--- config.mk ---
export PLATFORM = sky130hd
export DESIGN_NAME = clock_failure_detect_recovery
export DESIGN_NICKNAME = d
export VERILOG_FILES = /design/src/core/clock_failure_detect_recovery.v
export VERILOG_INCLUDE_DIRS = /design/src /design/src/core
export SDC_FILE = /design/constraint.sdc
export NUM_CORES = 1
export LEC_CHECK = 0
export BUFFER_PORTS_ARGS = -buffer_cell sky130_fd_sc_hd__buf_2
export CELL_PAD_IN_SITES_DETAIL_PLACEMENT = 0
export CELL_PAD_IN_SITES_GLOBAL_PLACEMENT = 1
export CORE_ASPECT_RATIO = 0.8
export CORE_MARGIN = 8
export CORE_UTILIZATION = 42
export DETAILED_ROUTE_END_ITERATION = 10
export GPL_ROUTABILITY_DRIVEN = 0
export GPL_TIMING_DRIVEN = 0
export PLACE_DENSITY_LB_ADDON = 0.1
export SYNTH_ARGS = -nofsm -noshare
export SYNTH_HDL_FRONTEND = slang
export SYNTH_SLANG_ARGS = --single-unit
--- constraint.sdc ---
create_clock -name clk -period 1.3 [get_ports clk]
set_clock_uncertainty 0.2 [all_clocks]
set_input_delay 0.13 -clock clk [delete_from_list [all_inputs] [get_ports clk]]
set_output_delay 0.13 -clock clk [all_outputs]
set_load 0.03 [all_outputs]
--- src/core/clk_fail_consts.vh ---
`ifndef CLK_FAIL_CONSTS_VH
`define CLK_FAIL_CONSTS_VH

// primary clock failure threshold: nominal 1 kHz, one 1 ms period of 10 ns system clocks
`define PRI_FAIL_CYCLES      17'h186A0
`define PRI_CNT_W            17
// watchdog oscillator failure after this many system clocks without an edge
`define WDT_FAIL_CYCLES      13'h1F44
// last count of the watchdog quiet time before the trip
`define WDT_FAIL_LAST        13'h1F43
`define WDT_CNT_W            13

`endif

--- src/core/clock_failure_detect_recovery.v ---
// What this block does
// - A detected primary oscillator failure raises a non-maskable style event toward the processor.
// - A detected primary oscillator failure moves the system clock over to the watchdog oscillator.
// - The move happens only if the watchdog oscillator is enabled, whatever the watchdog reset setting.
// - The primary clock is declared failed when its rate falls below the nominal 1 kHz threshold.
// - A detected watchdog oscillator failure raises a similar event and never switches the clock.
// - After a watchdog oscillator failure no primary oscillator failure is detected or reported.
// - The watchdog detector declares failure after 8004 system clocks pass without a watchdog edge.
`timescale 1ns/1ps
`include "clk_fail_consts.vh"

module clock_failure_detect_recovery #(
    parameter [`PRI_CNT_W-1:0] PRI_FAIL_CYCLES = `PRI_FAIL_CYCLES
) (
    // clock and reset
    input  wire clk,
    input  wire arst_n,
    // oscillator control register bits
    input  wire primary_fail_detect_en,
    input  wire wdt_osc_fail_detect_en,
    input  wire wdt_osc_enable,
    input  wire osc_source_select_wr,
    // oscillators being watched, sampled on clk
    input  wire primary_osc_clk,
    input  wire wdt_osc_clk,
    // events and status
    output reg  primary_fail_event,
    output reg  wdt_fail_event,
    output reg  primary_failed,
    output reg  wdt_failed,
    output reg  sys_clk_on_wdt
);

    // one-hot clock source states
    localparam [1:0]            SRC_PRIMARY = 2'h1;
    localparam [1:0]            SRC_WDT     = 2'h2;
    // counter steps and the last count before a trip
    localparam [`PRI_CNT_W-1:0] PRI_ONE     = {{(`PRI_CNT_W-1){1'b0}}, 1'b1};
    localparam [`PRI_CNT_W-1:0] PRI_LAST    = PRI_FAIL_CYCLES - PRI_ONE;
    localparam [`WDT_CNT_W-1:0] WDT_ONE     = {{(`WDT_CNT_W-1){1'b0}}, 1'b1};
    localparam [`WDT_CNT_W-1:0] WDT_LAST    = `WDT_FAIL_LAST;

    // reset release
    reg                         rst_meta;
    reg                         rst_sync_n;
    // oscillator sampling, bit 0 primary and bit 1 watchdog
    wire [1:0]                  osc_in;
    reg  [1:0]                  osc_prev;
    wire [1:0]                  osc_edge;
    // quiet time counters
    reg  [`PRI_CNT_W-1:0]       pri_cnt;
    reg  [`PRI_CNT_W-1:0]       next_pri_cnt;
    reg  [`WDT_CNT_W-1:0]       wdt_cnt;
    reg  [`WDT_CNT_W-1:0]       next_wdt_cnt;
    wire                        pri_at_limit;
    wire                        wdt_at_limit;
    // trip decisions
    wire                        pri_armed;
    wire                        wdt_armed;
    wire                        pri_trip;
    wire                        wdt_trip;
    // status and clock source
    reg                         next_primary_failed;
    reg                         next_wdt_failed;
    reg  [1:0]                  src_state;
    reg  [1:0]                  next_src_state;
    genvar                      k;

    // the rest of the block leaves reset two edges after arst_n rises
    always @(posedge clk or negedge arst_n) begin
        if (!arst_n) begin
            rst_meta   <= 1'b0;
            rst_sync_n <= 1'b0;
        end else begin
            rst_meta   <= 1'b1;
            rst_sync_n <= rst_meta;
        end
    end

    assign osc_in = {wdt_osc_clk, primary_osc_clk};

    // a rising edge is a low sample followed by a high one
    generate
        for (k = 0; k < 2; k = k + 1) begin : g_osc
            always @(posedge clk or negedge rst_sync_n) begin
                if (!rst_sync_n) begin
                    osc_prev[k] <= 1'b0;
                end else begin
                    osc_prev[k] <= osc_in[k];
                end
            end
            assign osc_edge[k] = osc_in[k] & ~osc_prev[k];
        end
    endgenerate

    assign pri_at_limit = (pri_cnt == PRI_LAST);
    assign wdt_at_limit = (wdt_cnt == WDT_LAST);
    // primary detection is dead once the watchdog oscillator has failed
    assign pri_armed    = primary_fail_detect_en & ~primary_failed & ~wdt_failed;
    assign wdt_armed    = wdt_osc_fail_detect_en & ~wdt_failed;
    assign pri_trip     = pri_armed & pri_at_limit;
    assign wdt_trip     = wdt_armed & wdt_at_limit;

    // primary quiet time: restarts on an edge, at the limit, and while disabled
    always @* begin
        next_pri_cnt = pri_cnt + PRI_ONE;
        if (!primary_fail_detect_en) begin
            next_pri_cnt = {`PRI_CNT_W{1'b0}};
        end else if (osc_edge[0]) begin
            next_pri_cnt = {`PRI_CNT_W{1'b0}};
        end else if (pri_at_limit) begin
            next_pri_cnt = {`PRI_CNT_W{1'b0}};
        end
    end

    always @(posedge clk or negedge rst_sync_n) begin
        if (!rst_sync_n) begin
            pri_cnt <= {`PRI_CNT_W{1'b0}};
        end else begin
            pri_cnt <= next_pri_cnt;
        end
    end

    // watchdog quiet time, counted in system clocks
    always @* begin
        next_wdt_cnt = wdt_cnt + WDT_ONE;
        if (!wdt_osc_fail_detect_en) begin
            next_wdt_cnt = {`WDT_CNT_W{1'b0}};
        end else if (osc_edge[1]) begin
            next_wdt_cnt = {`WDT_CNT_W{1'b0}};
        end else if (wdt_at_limit) begin
            next_wdt_cnt = {`WDT_CNT_W{1'b0}};
        end
    end

    always @(posedge clk or negedge rst_sync_n) begin
        if (!rst_sync_n) begin
            wdt_cnt <= {`WDT_CNT_W{1'b0}};
        end else begin
            wdt_cnt <= next_wdt_cnt;
        end
    end

    // a new failure wins over a source select write in the same cycle
    always @* begin
        next_primary_failed = primary_failed;
        if (pri_trip) begin
            next_primary_failed = 1'b1;
        end else if (osc_source_select_wr) begin
            next_primary_failed = 1'b0;
        end
    end

    // only a reset clears a watchdog oscillator failure
    always @* begin
        next_wdt_failed = wdt_failed;
        if (wdt_trip) begin
            next_wdt_failed = 1'b1;
        end
    end

    always @(posedge clk or negedge rst_sync_n) begin
        if (!rst_sync_n) begin
            primary_failed <= 1'b0;
            wdt_failed     <= 1'b0;
        end else begin
            primary_failed <= next_primary_failed;
            wdt_failed     <= next_wdt_failed;
        end
    end

    // events last one cycle
    always @(posedge clk or negedge rst_sync_n) begin
        if (!rst_sync_n) begin
            primary_fail_event <= 1'b0;
            wdt_fail_event     <= 1'b0;
        end else begin
            primary_fail_event <= pri_trip;
            wdt_fail_event     <= wdt_trip;
        end
    end

    // a watchdog oscillator failure never moves the clock
    always @* begin
        next_src_state = src_state;
        case (src_state)
            SRC_PRIMARY: begin
                // no move unless the watchdog oscillator runs to take over
                if (pri_trip && wdt_osc_enable) begin
                    next_src_state = SRC_WDT;
                end
            end
            SRC_WDT: begin
                // software picks a source again with a select write
                if (osc_source_select_wr) begin
                    next_src_state = SRC_PRIMARY;
                end
            end
            default: begin
                next_src_state = SRC_PRIMARY;
            end
        endcase
    end

    always @(posedge clk or negedge rst_sync_n) begin
        if (!rst_sync_n) begin
            src_state <= SRC_PRIMARY;
        end else begin
            src_state <= next_src_state;
        end
    end

    // the source flag comes straight from a flip-flop
    always @(posedge clk or negedge rst_sync_n) begin
        if (!rst_sync_n) begin
            sys_clk_on_wdt <= 1'b0;
        end else begin
            sys_clk_on_wdt <= (next_src_state == SRC_WDT);
        end
    end

endmodule

==> flow_summary.json, run 1 <==
{
  "outcome": "finished with violations",
  "violations": "negative setup slack",
  "io_buffers": 12,
  "p_per_area_nw_per_um2": 928,
  "fp.dieW_um": 91.5,
  "rsz0062_at_grt": "yes",
  "critical_path_peak_fanout": 2,
  "synth_top_area_share_pct": 52.3,
  "cts_buffers": 5,
  "slew-limit-headroom_pct": 65.9,
  "finalInstanceArea_um2": 2580,
  "dp_hpwl_mm": 2.59,
  "drc": 0,
  "drv_cap": 0,
  "overflow": 0,
  "synth_area_leader_cell": "dfrtp_1",
  "cts_root_buffer": "clkbuf_8",
  "ys_ff_latch": 41,
  "die_h_um": 76.4,
  "antennaDiodeCount": 0,
  "synthCells": 188,
  "fin_crit_sh_pct": 163,
  "placed_area_um2": 2100,
  "htreeDepth": 2,
  "finalNetCount": 239,
  "ys_seq_area_share_pct": 53.7,
  "cts_tree": "built",
  "clock.fmax_ghz": 0.471,
  "grt_first_pass_wirelength_mm": 7.11,
  "path_class": "reg -> reg",
  "vias": 1451,
  "syn_avg_cell_area_um2": 10.2,
  "finalNonFillerCells": 288,
  "dr.pass1.iters": 4,
  "synthTopCellsByArea": "dfrtp_1 (52%), nor2_1 (6.5%), xor2_1 (6.0%), xnor2_1 (5.0%), nand4_1 (2.9%)",
  "synth-async-reset-ratio_pct": 100,
  "initial_core_util_pct": 42.6,
  "wl_per_cell_um": 14.6,
  "ys_types": 34,
  "rows": 22,
  "fp.dieArea_um2": 6980,
  "clk_latency_ns": 0.29,
  "synth-edff-count": 0,
  "antenna_found_initial": 0,
  "path_clk_slew_ns": 0.08,
  "dp_cells": 260,
  "final_common_cell": "dfrtp_1",
  "synth_fp_nets": 200,
  "vias_per_cell": 5.04,
  "grtUsageTotal_pct": 12.5,
  "clockBufferDepth": 2,
  "cp-start-kind": "register",
  "drtIter0Drc": 63,
  "worstPathRequired_ns": 1.32,
  "synth.cell_area_um2": 1910,
  "ys.warnings.count": 0,
  "grt_pass1_vias": 1594,
  "critPathCaptureType": "register",
  "syn_to_final_growth_pct": 34.9,
  "ir_drop_uv": 566,
  "hold_path.class": "in -> reg",
  "io_pins": 13,
  "tightest_slew_ns": 0.512,
  "drive_above_1_share_pct": 36.4,
  "clock_sinks": 41,
  "drt_wl_total_mm": 4.22,
  "postRouteAntennaNets": 0,
  "slew_viol_final": 0,
  "core_um2": 4490,
  "worstRegToRegCells": 4,
  "hold_viol": 0,
  "p_leak_uw": 0.00106,
  "crit_arrival_ns": 2.14,
  "layout_setup_ws_ns": -0.821,
  "power.total_uw": 2390,
  "synthFlopType": "dfrtp_1",
  "period_minus_slack_ns": 2.12,
  "most-common-layout-cells": "dfrtp_1 (39), nor2_2 (20), inv_1 (13), xor2_1 (13), buf_2 (12)",
  "grt_max_degree": 40,
  "holdPathStages": 4,
  "setup_viol": 37
}
==> final timing paths <==
kind / slack [ns] / to / startpoint
max reg2reg: -0.82 / sys_clk_on_wdt$_DFF_PN0_ / pri_cnt[11]$_DFF_PN0_
min in group asynchronous: 0.10 / pri_cnt[14]$_DFF_PN0_ / rst_sync_n$_DFF_PN0_
max in group asynchronous: 0.29 / rst_sync_n$_DFF_PN0_ / arst_n
min reg2reg: 0.10 / pri_cnt[14]$_DFF_PN0_ / rst_sync_n$_DFF_PN0_
min: 0.06 / pri_cnt[2]$_DFF_PN0_ / primary_fail_detect_en
max: -0.82 / sys_clk_on_wdt$_DFF_PN0_ / pri_cnt[11]$_DFF_PN0_
==> sequential cells by signal, indices dropped and copies added, names as in the netlist, 2 cells and up <==
register / cells
src_state: 2
wdt_cnt: 13
osc_prev: 2
pri_cnt: 17
==> synthesized netlist by cell type, types with 3 or more instances <==
| cell | count |
|---|---|
| nand3_1 | 11 |
| xnor2_1 | 11 |
| or3_1 | 3 |
| clkbuf_1 | 3 |
| ha_1 | 4 |
| nand4_1 | 9 |
| xor2_1 | 13 |
| o21ai_0 | 4 |
| nand2_1 | 6 |
| nor2_1 | 33 |
| dfrtp_1 | 40 |
| and4_1 | 4 |
| a21oi_1 | 3 |
| inv_1 | 13 |
| nor4_1 | 5 |
==> cell type report <==
class                   count  area (µm²)
clock inverters             1        5.00
inverters                  13        48.8
repair buffers             35         273
plain buffers               2        26.3
flip-flops and latches     41        1030
multi-input cells         129        1020
fillers                   397        1910
well taps                  60        75.1
clock buffers               7        96.3
==> critical path, cell delays in order, from the launching register on <==
cell and delay (ns):
dfrtp_1 0.38, or4b_4 0.55, or4_4 0.43, or3_4 0.36, a21oi_2 0.14
==> logic make-up after synthesis <==
logic type | share of synthesized area (%)
buffers and inverters | 3.66
adder cells (fa/ha/maj) | 2.62
XOR/XNOR | 11.0
AO/OA/AOI/OAI | 4.71
other | 0.196
AND/OR/NAND/NOR | 24.1
flip-flops | 53.7
==> routing by layer <==
| metal | track usage [%] | share of wire [%] | vias up |
|---|---|---|---|
| li1 | - | - | 714 |
| met1 | 15.8 | 48 | 719 |
| met2 | 19.1 | 47 | 14 |
| met3 | 3.94 | 3.7 | 4 |
| met4 | 5.22 | 1.1 | 0 |
| met5 | 0 | 0 | - |
==> report_power, final <==
part,switching (µW),internal [µW]
logic,78.0,80.6
clock network,427,480
registers,36.5,1290
==> stage by stage <==
stage / setup TNS [ns] / utilization (%) / hold slack (ns) / setup WS [ns]
finish: -23.22 / 57.5 / 0.0634 / -0.821
floorplan: -19.23 / - / -0.366 / -0.782
global route: -25.09 / 57.5 / 0.0637 / -0.876
detailed placement: -25.76 / 46.8 / -0.282 / -0.930
global placement: -25.01 / 46.8 / -0.286 / -0.912
CTS: -22.21 / 55.3 / 0.00802 / -0.842
==> repair_timing <==
| item | in CTS | in global routing |
|---|---|---|
| pin swaps | 21 | 12 |
| gates resized for setup | 31 | 24 |
| gates cloned | 2 | 0 |
| setup endpoints to repair | 37 | 75 |
| endpoints found under the hold margin | 9 | 0 |
| hold buffers | 7 | 0 |
| setup buffers | 11 | 3 |
(Power assumes the default switching activity.)
==> run 2, diff against run 1 <==
--- a/config.mk
+++ b/config.mk
@@ -10,12 +10,12 @@
 export CELL_PAD_IN_SITES_DETAIL_PLACEMENT = 0
 export CELL_PAD_IN_SITES_GLOBAL_PLACEMENT = 1
 export CORE_ASPECT_RATIO = 0.8
-export CORE_MARGIN = 8
 export CORE_UTILIZATION = 42
 export DETAILED_ROUTE_END_ITERATION = 10
 export GPL_ROUTABILITY_DRIVEN = 0
 export GPL_TIMING_DRIVEN = 0
 export PLACE_DENSITY_LB_ADDON = 0.1
+export REMOVE_ABC_BUFFERS = 1
 export SYNTH_ARGS = -nofsm -noshare
 export SYNTH_HDL_FRONTEND = slang
 export SYNTH_SLANG_ARGS = --single-unit
==> run 2 against run 1 <==
Worst setup slack improved by 0.0065 ns. Non-clock buffer count fell by 1. The flow still finishes with violations (negative setup slack). Design area fell by 3.2%. Die area shrank 31%.
==> flow_summary.json, run 2 (synthesis results as in run 1) <==
{
  "cp-start-kind": "register",
  "grt_pass1_vias": 1536,
  "drtIter0Drc": 66,
  "rows": 21,
  "critical_path_peak_fanout": 2,
  "clock.fmax_ghz": 0.473,
  "violations": "negative setup slack",
  "initial_core_util_pct": 44.7,
  "critPathLaunch": "pri_cnt[8]$_DFF_PN0_",
  "die_h_um": 62.4,
  "p_leak_uw": 0.00106,
  "critPathCaptureType": "register",
  "htreeDepth": 2,
  "overflow": 0,
  "clockBufferDepth": 2,
  "ir_drop_uv": 786,
  "drv_cap": 0,
  "hold_path.class": "in -> reg",
  "most-common-layout-cells": "dfrtp_1 (38), nor2_1 (23), buf_4 (14)",
  "worstPathRequired_ns": 1.32,
  "io_buffers": 12,
  "antenna_found_initial": 0,
  "path_class": "reg -> reg",
  "p_per_area_nw_per_um2": 999,
  "antennaDiodeCount": 0,
  "regToRegStartpoint": "pri_cnt[8]$_DFF_PN0_",
  "outcome": "finished with violations",
  "wl_per_cell_um": 14.5,
  "grtUsageTotal_pct": 18.9,
  "clock_sinks": 41,
  "max_flop_register": "pri_cnt",
  "fp.dieW_um": 77.5,
  "fin_crit_sh_pct": 163,
  "reg_top3": "pri_cnt (17), wdt_cnt (13)",
  "finalNetCount": 239,
  "fp.dieArea_um2": 4830,
  "dp_hpwl_mm": 2.40,
  "holdCritStartpoint": "primary_fail_detect_en",
  "clk_latency_ns": 0.29,
  "setup_viol": 37,
  "drc": 0,
  "hold_slack_ns": 0.0316,
  "finalInstanceArea_um2": 2500,
  "rsz0062_at_grt": "yes",
  "use_met2_pct": 27.4,
  "period_minus_slack_ns": 2.11,
  "met1_usage_pct": 26.6,
  "vias": 1499,
  "grt_max_degree": 40,
  "holdPathStages": 3,
  "postRouteAntennaNets": 0,
  "vias_per_cell": 5.26,
  "crit_arrival_ns": 2.13,
  "hold_viol": 0,
  "slew_viol_final": 0,
  "worstRegToRegCells": 4,
  "io_pins": 13,
  "busiest_layer": "met2",
  "grt_first_pass_wirelength_mm": 7.07,
  "final_common_cell": "dfrtp_1",
  "syn_to_final_growth_pct": 30.5,
  "core_um2": 4280,
  "cts_root_buffer": "clkbuf_8",
  "cts_tree": "built",
  "largest_register_ffs": 17,
  "layout_setup_ws_ns": -0.815,
  "placed_area_um2": 2040,
  "cts_buffers": 5,
  "grt_util_met3_pct": 4.56,
  "drt_wl_total_mm": 4.13,
  "path_clk_slew_ns": 0.07,
  "drive_above_1_share_pct": 28.5,
  "dr.pass1.iters": 4
}
==> run 2: cell count changes in the layout (fill, tap and decap cells not counted), sizes merged <==
cell | before | now
buf | 30 | 29
bufinv | 0 | 1
clkinv | 1 | 0
nand3 | 12 | 13
==> run 2: path summary, 6_finish.rpt <==
kind | end | slack (ns)
setup / recovery | src_state[1]$_DFF_PN0_ | -0.81
hold / removal | pri_cnt[1]$_DFF_PN0_ | 0.03
setup reg to reg | src_state[1]$_DFF_PN0_ | -0.81
hold reg to reg | wdt_cnt[6]$_DFF_PN0_ | 0.11
max in group asynchronous | rst_sync_n$_DFF_PN0_ | 0.27
min in group asynchronous | wdt_cnt[6]$_DFF_PN0_ | 0.11
==> run 2: routing by layer <==
| metal | part of all wire (%) | routed length (µm) | vias to the layer above |
|---|---|---|---|
| met5 | 0 | 0 | - |
| met4 | 2.5 | 104 | 0 |
| met3 | 3.9 | 160 | 13 |
| met2 | 44 | 1840 | 36 |
| met1 | 49 | 2030 | 732 |
| li1 | - | - | 718 |
==> run 2: critical path, stage by stage, from the launching register on <==
cell and delay, ns:
dfrtp_1 0.38, or4b_4 0.54, or4_4 0.44, or3_4 0.35, a21oi_2 0.13
==> run 2: cell type report <==
type | instances | area (µm²)
multi-input cells | 130 | 960
fillers | 367 | 1790
well taps | 57 | 71.3
inverters | 13 | 48.8
clock buffers | 7 | 86.3
repair buffers | 36 | 269
clock inverters | 1 | 30.0
flip-flops and latches | 41 | 1030
==> run 2: timing repair <==
item	CTS	global route
resized for setup	19	14
setup endpoints to repair	37	37
pin swaps	17	4
buffers inserted	11	5
hold buffers	7	0
hold endpoints to repair	10	0
cloned	2	0
==> run 2: report_power, final <==
part           internal, µW  switching (µW)
clock network           626             416
logic                  62.2            63.4
registers              1290            35.4
total                  1980             515
==> run 2: metrics by stage <==
stage	TNS, ns	power (µW)	util (%)	setup slack [ns]	instances
final	-24.32	2500	58.3	-0.815	285
after global routing	-26.06	2620	58.3	-0.866	285
after CTS	-23.20	2520	56.7	-0.821	281
after detailed placement	-30.56	1420	47.6	-0.931	253
after global placement	-64.90	1410	47.2	-1.86	252
after floorplan	-35.21	1380	-	-1.22	183
==> run 3, diff against run 2 <==
--- a/config.mk
+++ b/config.mk
@@ -7,14 +7,15 @@
 export NUM_CORES = 1
 export LEC_CHECK = 0
 export BUFFER_PORTS_ARGS = -buffer_cell sky130_fd_sc_hd__buf_2
-export CELL_PAD_IN_SITES_DETAIL_PLACEMENT = 0
-export CELL_PAD_IN_SITES_GLOBAL_PLACEMENT = 1
+export CELL_PAD_IN_SITES_DETAIL_PLACEMENT = 1
+export CELL_PAD_IN_SITES_GLOBAL_PLACEMENT = 2
 export CORE_ASPECT_RATIO = 0.8
-export CORE_UTILIZATION = 42
+export CORE_UTILIZATION = 35
 export DETAILED_ROUTE_END_ITERATION = 10
 export GPL_ROUTABILITY_DRIVEN = 0
 export GPL_TIMING_DRIVEN = 0
 export PLACE_DENSITY_LB_ADDON = 0.1
+export RECOVER_POWER = 25
 export REMOVE_ABC_BUFFERS = 1
 export SYNTH_ARGS = -nofsm -noshare
 export SYNTH_HDL_FRONTEND = slang
==> run 3 against run 2 <==
The run still ends with negative setup slack left. Critical path depth is the same. Sequential share of layout area down 2.4 points. Die area is 19% higher. Utilization is 6.8 points lower. Wire length increased by 22%. Clock power shrank 23%. Power decreased by 8.7%. Cell count rose by 4.6%. Design area is 5.7% higher. Register-to-register slack about the same. Maximum frequency fell by 0.37%. Critical endpoint is now sys_clk_on_wdt$_DFF_PN0_.
==> flow_summary.json, run 3 (synthesis results as in run 1) <==
{
  "core_um2": 5120,
  "slew-limit-headroom_pct": 42.0,
  "dp_cells": 258,
  "io_pins": 13,
  "critPathCaptureType": "register",
  "drive_above_1_share_pct": 40.3,
  "wl_per_cell_um": 16.9,
  "largest_register_ffs": 17,
  "rsz0062_at_grt": "yes",
  "grtUsageTotal_pct": 19.5,
  "max_flop_register": "pri_cnt",
  "rows": 23,
  "cts_root_buffer": "clkbuf_8",
  "slew_viol_final": 0,
  "hold_viol": 0,
  "hold_path.class": "in -> reg",
  "fin_util_pct": 51.5,
  "fp.dieW_um": 84.7,
  "path_clk_slew_ns": 0.08,
  "p_per_area_nw_per_um2": 864,
  "postRouteAntennaNets": 0,
  "outcome": "finished with violations",
  "most-common-layout-cells": "dfrtp_1 (39), nor2_2 (24), buf_4 (20)",
  "grt_first_pass_wirelength_mm": 8.45,
  "dp_hpwl_mm": 2.90,
  "drtIter0Drc": 68,
  "cts_buffers": 5,
  "tightest_slew_ns": 0.870,
  "path_class": "reg -> reg",
  "clock_sinks": 41,
  "violations": "negative setup slack",
  "period_minus_slack_ns": 2.12,
  "critical_path_peak_fanout": 2,
  "grt_max_degree": 40,
  "layout_setup_ws_ns": -0.822,
  "antenna_found_initial": 0,
  "dr.pass1.iters": 6,
  "io_buffers": 12,
  "drc": 0,
  "crit_chain": "or4b_4 -> or4_4 -> or3_4 -> a21oi_2",
  "final_common_cell": "dfrtp_1",
  "clk_latency_ns": 0.29,
  "grt_pass1_vias": 1720,
  "cp-start-kind": "register",
  "vias": 1559,
  "power.total_uw": 2280,
  "die_h_um": 68.1,
  "clockBufferDepth": 2,
  "cts_tree": "built",
  "fin_crit_sh_pct": 163,
  "crit_arrival_ns": 2.14,
  "syn_to_final_growth_pct": 37.9,
  "ir_drop_uv": 515,
  "worstPathRequired_ns": 1.32,
  "slowest_stage": "or4b_4",
  "antennaDiodeCount": 0,
  "fp.dieArea_um2": 5770,
  "setup_viol": 37,
  "finalNetCount": 247,
  "initial_core_util_pct": 37.3,
  "p_leak_uw": 0.00108,
  "overflow": 0,
  "clock.fmax_ghz": 0.471,
  "drv_cap": 0,
  "finalNonFillerCells": 298,
  "reg_top3": "pri_cnt (17), wdt_cnt (13)",
  "setup_tns_ns": -21.51,
  "drt_wl_total_mm": 5.03,
  "slowest_delay_ns": 0.54,
  "vias_per_cell": 5.23,
  "htreeDepth": 2
}
run 3: cell types whose count changed in the layout (fill, tap and decap cells not counted), moves of 2 or more:
cell	before	now
a21oi_2	2	4
nor2_2	10	24
clkbuf_1	1	3
buf_4	14	20
nor2_1	23	6
nor2_4	0	3
clkinv_2	0	2
buf_2	12	10
a21oi_1	3	1
run 3: power by group:
| group | internal [µW] | leakage (µW) | switching [µW] |
|---|---|---|---|
| Clock | 372 | 0.0000450 | 427 |
| Combinational | 70.4 | 0.000475 | 80.6 |
| Sequential | 1290 | 0.000556 | 36.7 |
| Total | 1730 | 0.00108 | 545 |
run 3: area by class of cell:
| class | count | area, µm² |
|---|---|---|
| clock buffer | 6 | 72.6 |
| clock inverter | 2 | 10.0 |
| fill | 575 | 2480 |
| inverter | 13 | 48.8 |
| multi-input combinational | 131 | 1080 |
| sequential | 41 | 1030 |
| tap | 62 | 77.6 |
| timing repair buffer | 43 | 322 |
run 3: worst max-delay path, delay by kind of cell (launching register included):
kind / cells / cell delay (ns)
compound gates: 1 / 0.14
flops: 1 / 0.39
simple gates: 3 / 1.33
run 3: final timing paths:
kind	startpoint	to	slack, ns	cells past startpoint
max	pri_cnt[11]$_DFF_PN0_	sys_clk_on_wdt$_DFF_PN0_	-0.82	4
min	primary_fail_detect_en	pri_cnt[5]$_DFF_PN0_	0.02	3
max reg2reg	pri_cnt[11]$_DFF_PN0_	sys_clk_on_wdt$_DFF_PN0_	-0.82	4
min in group asynchronous	rst_sync_n$_DFF_PN0_	pri_cnt[0]$_DFF_PN0_	0.19	0
max in group asynchronous	rst_sync_n$_DFF_PN0_	pri_cnt[15]$_DFF_PN0_	0.17	0
min reg2reg	rst_meta$_DFF_PN0_	rst_sync_n$_DFF_PN0_	0.16	0
run 3: repair_timing:
action / 4_1_cts / 5_1_grt
resized for setup: 24 / 37
pin swaps: 33 / 8
cloned: 2 / 0
hold buffers: 8 / 0
setup buffers: 15 / 7
endpoints found under the hold margin: 13 / 0
endpoints found under the setup margin: 37 / 75
run 3: layer usage:
layer | track usage (%) | wire [µm] | share of wire [%]
met1 | 25.5 | 2380 | 47
met2 | 32.8 | 2500 | 50
met3 | 3.74 | 100 | 2.0
met4 | 7.20 | 51 | 1.0
met5 | 0 | 0 | 0
run 3: through the flow:
stage          hold slack [ns]  cell area [µm²]  setup slack [ns]
3_5_place_dp            -0.284             2050             -1.06
5_1_grt                 0.0193             2640            -0.870
3_3_place_gp            -0.285             2030             -1.96
4_1_cts                0.00306             2470            -0.844
2_1_floorplan           -0.366             1890             -1.22
6_report                0.0169             2640            -0.822
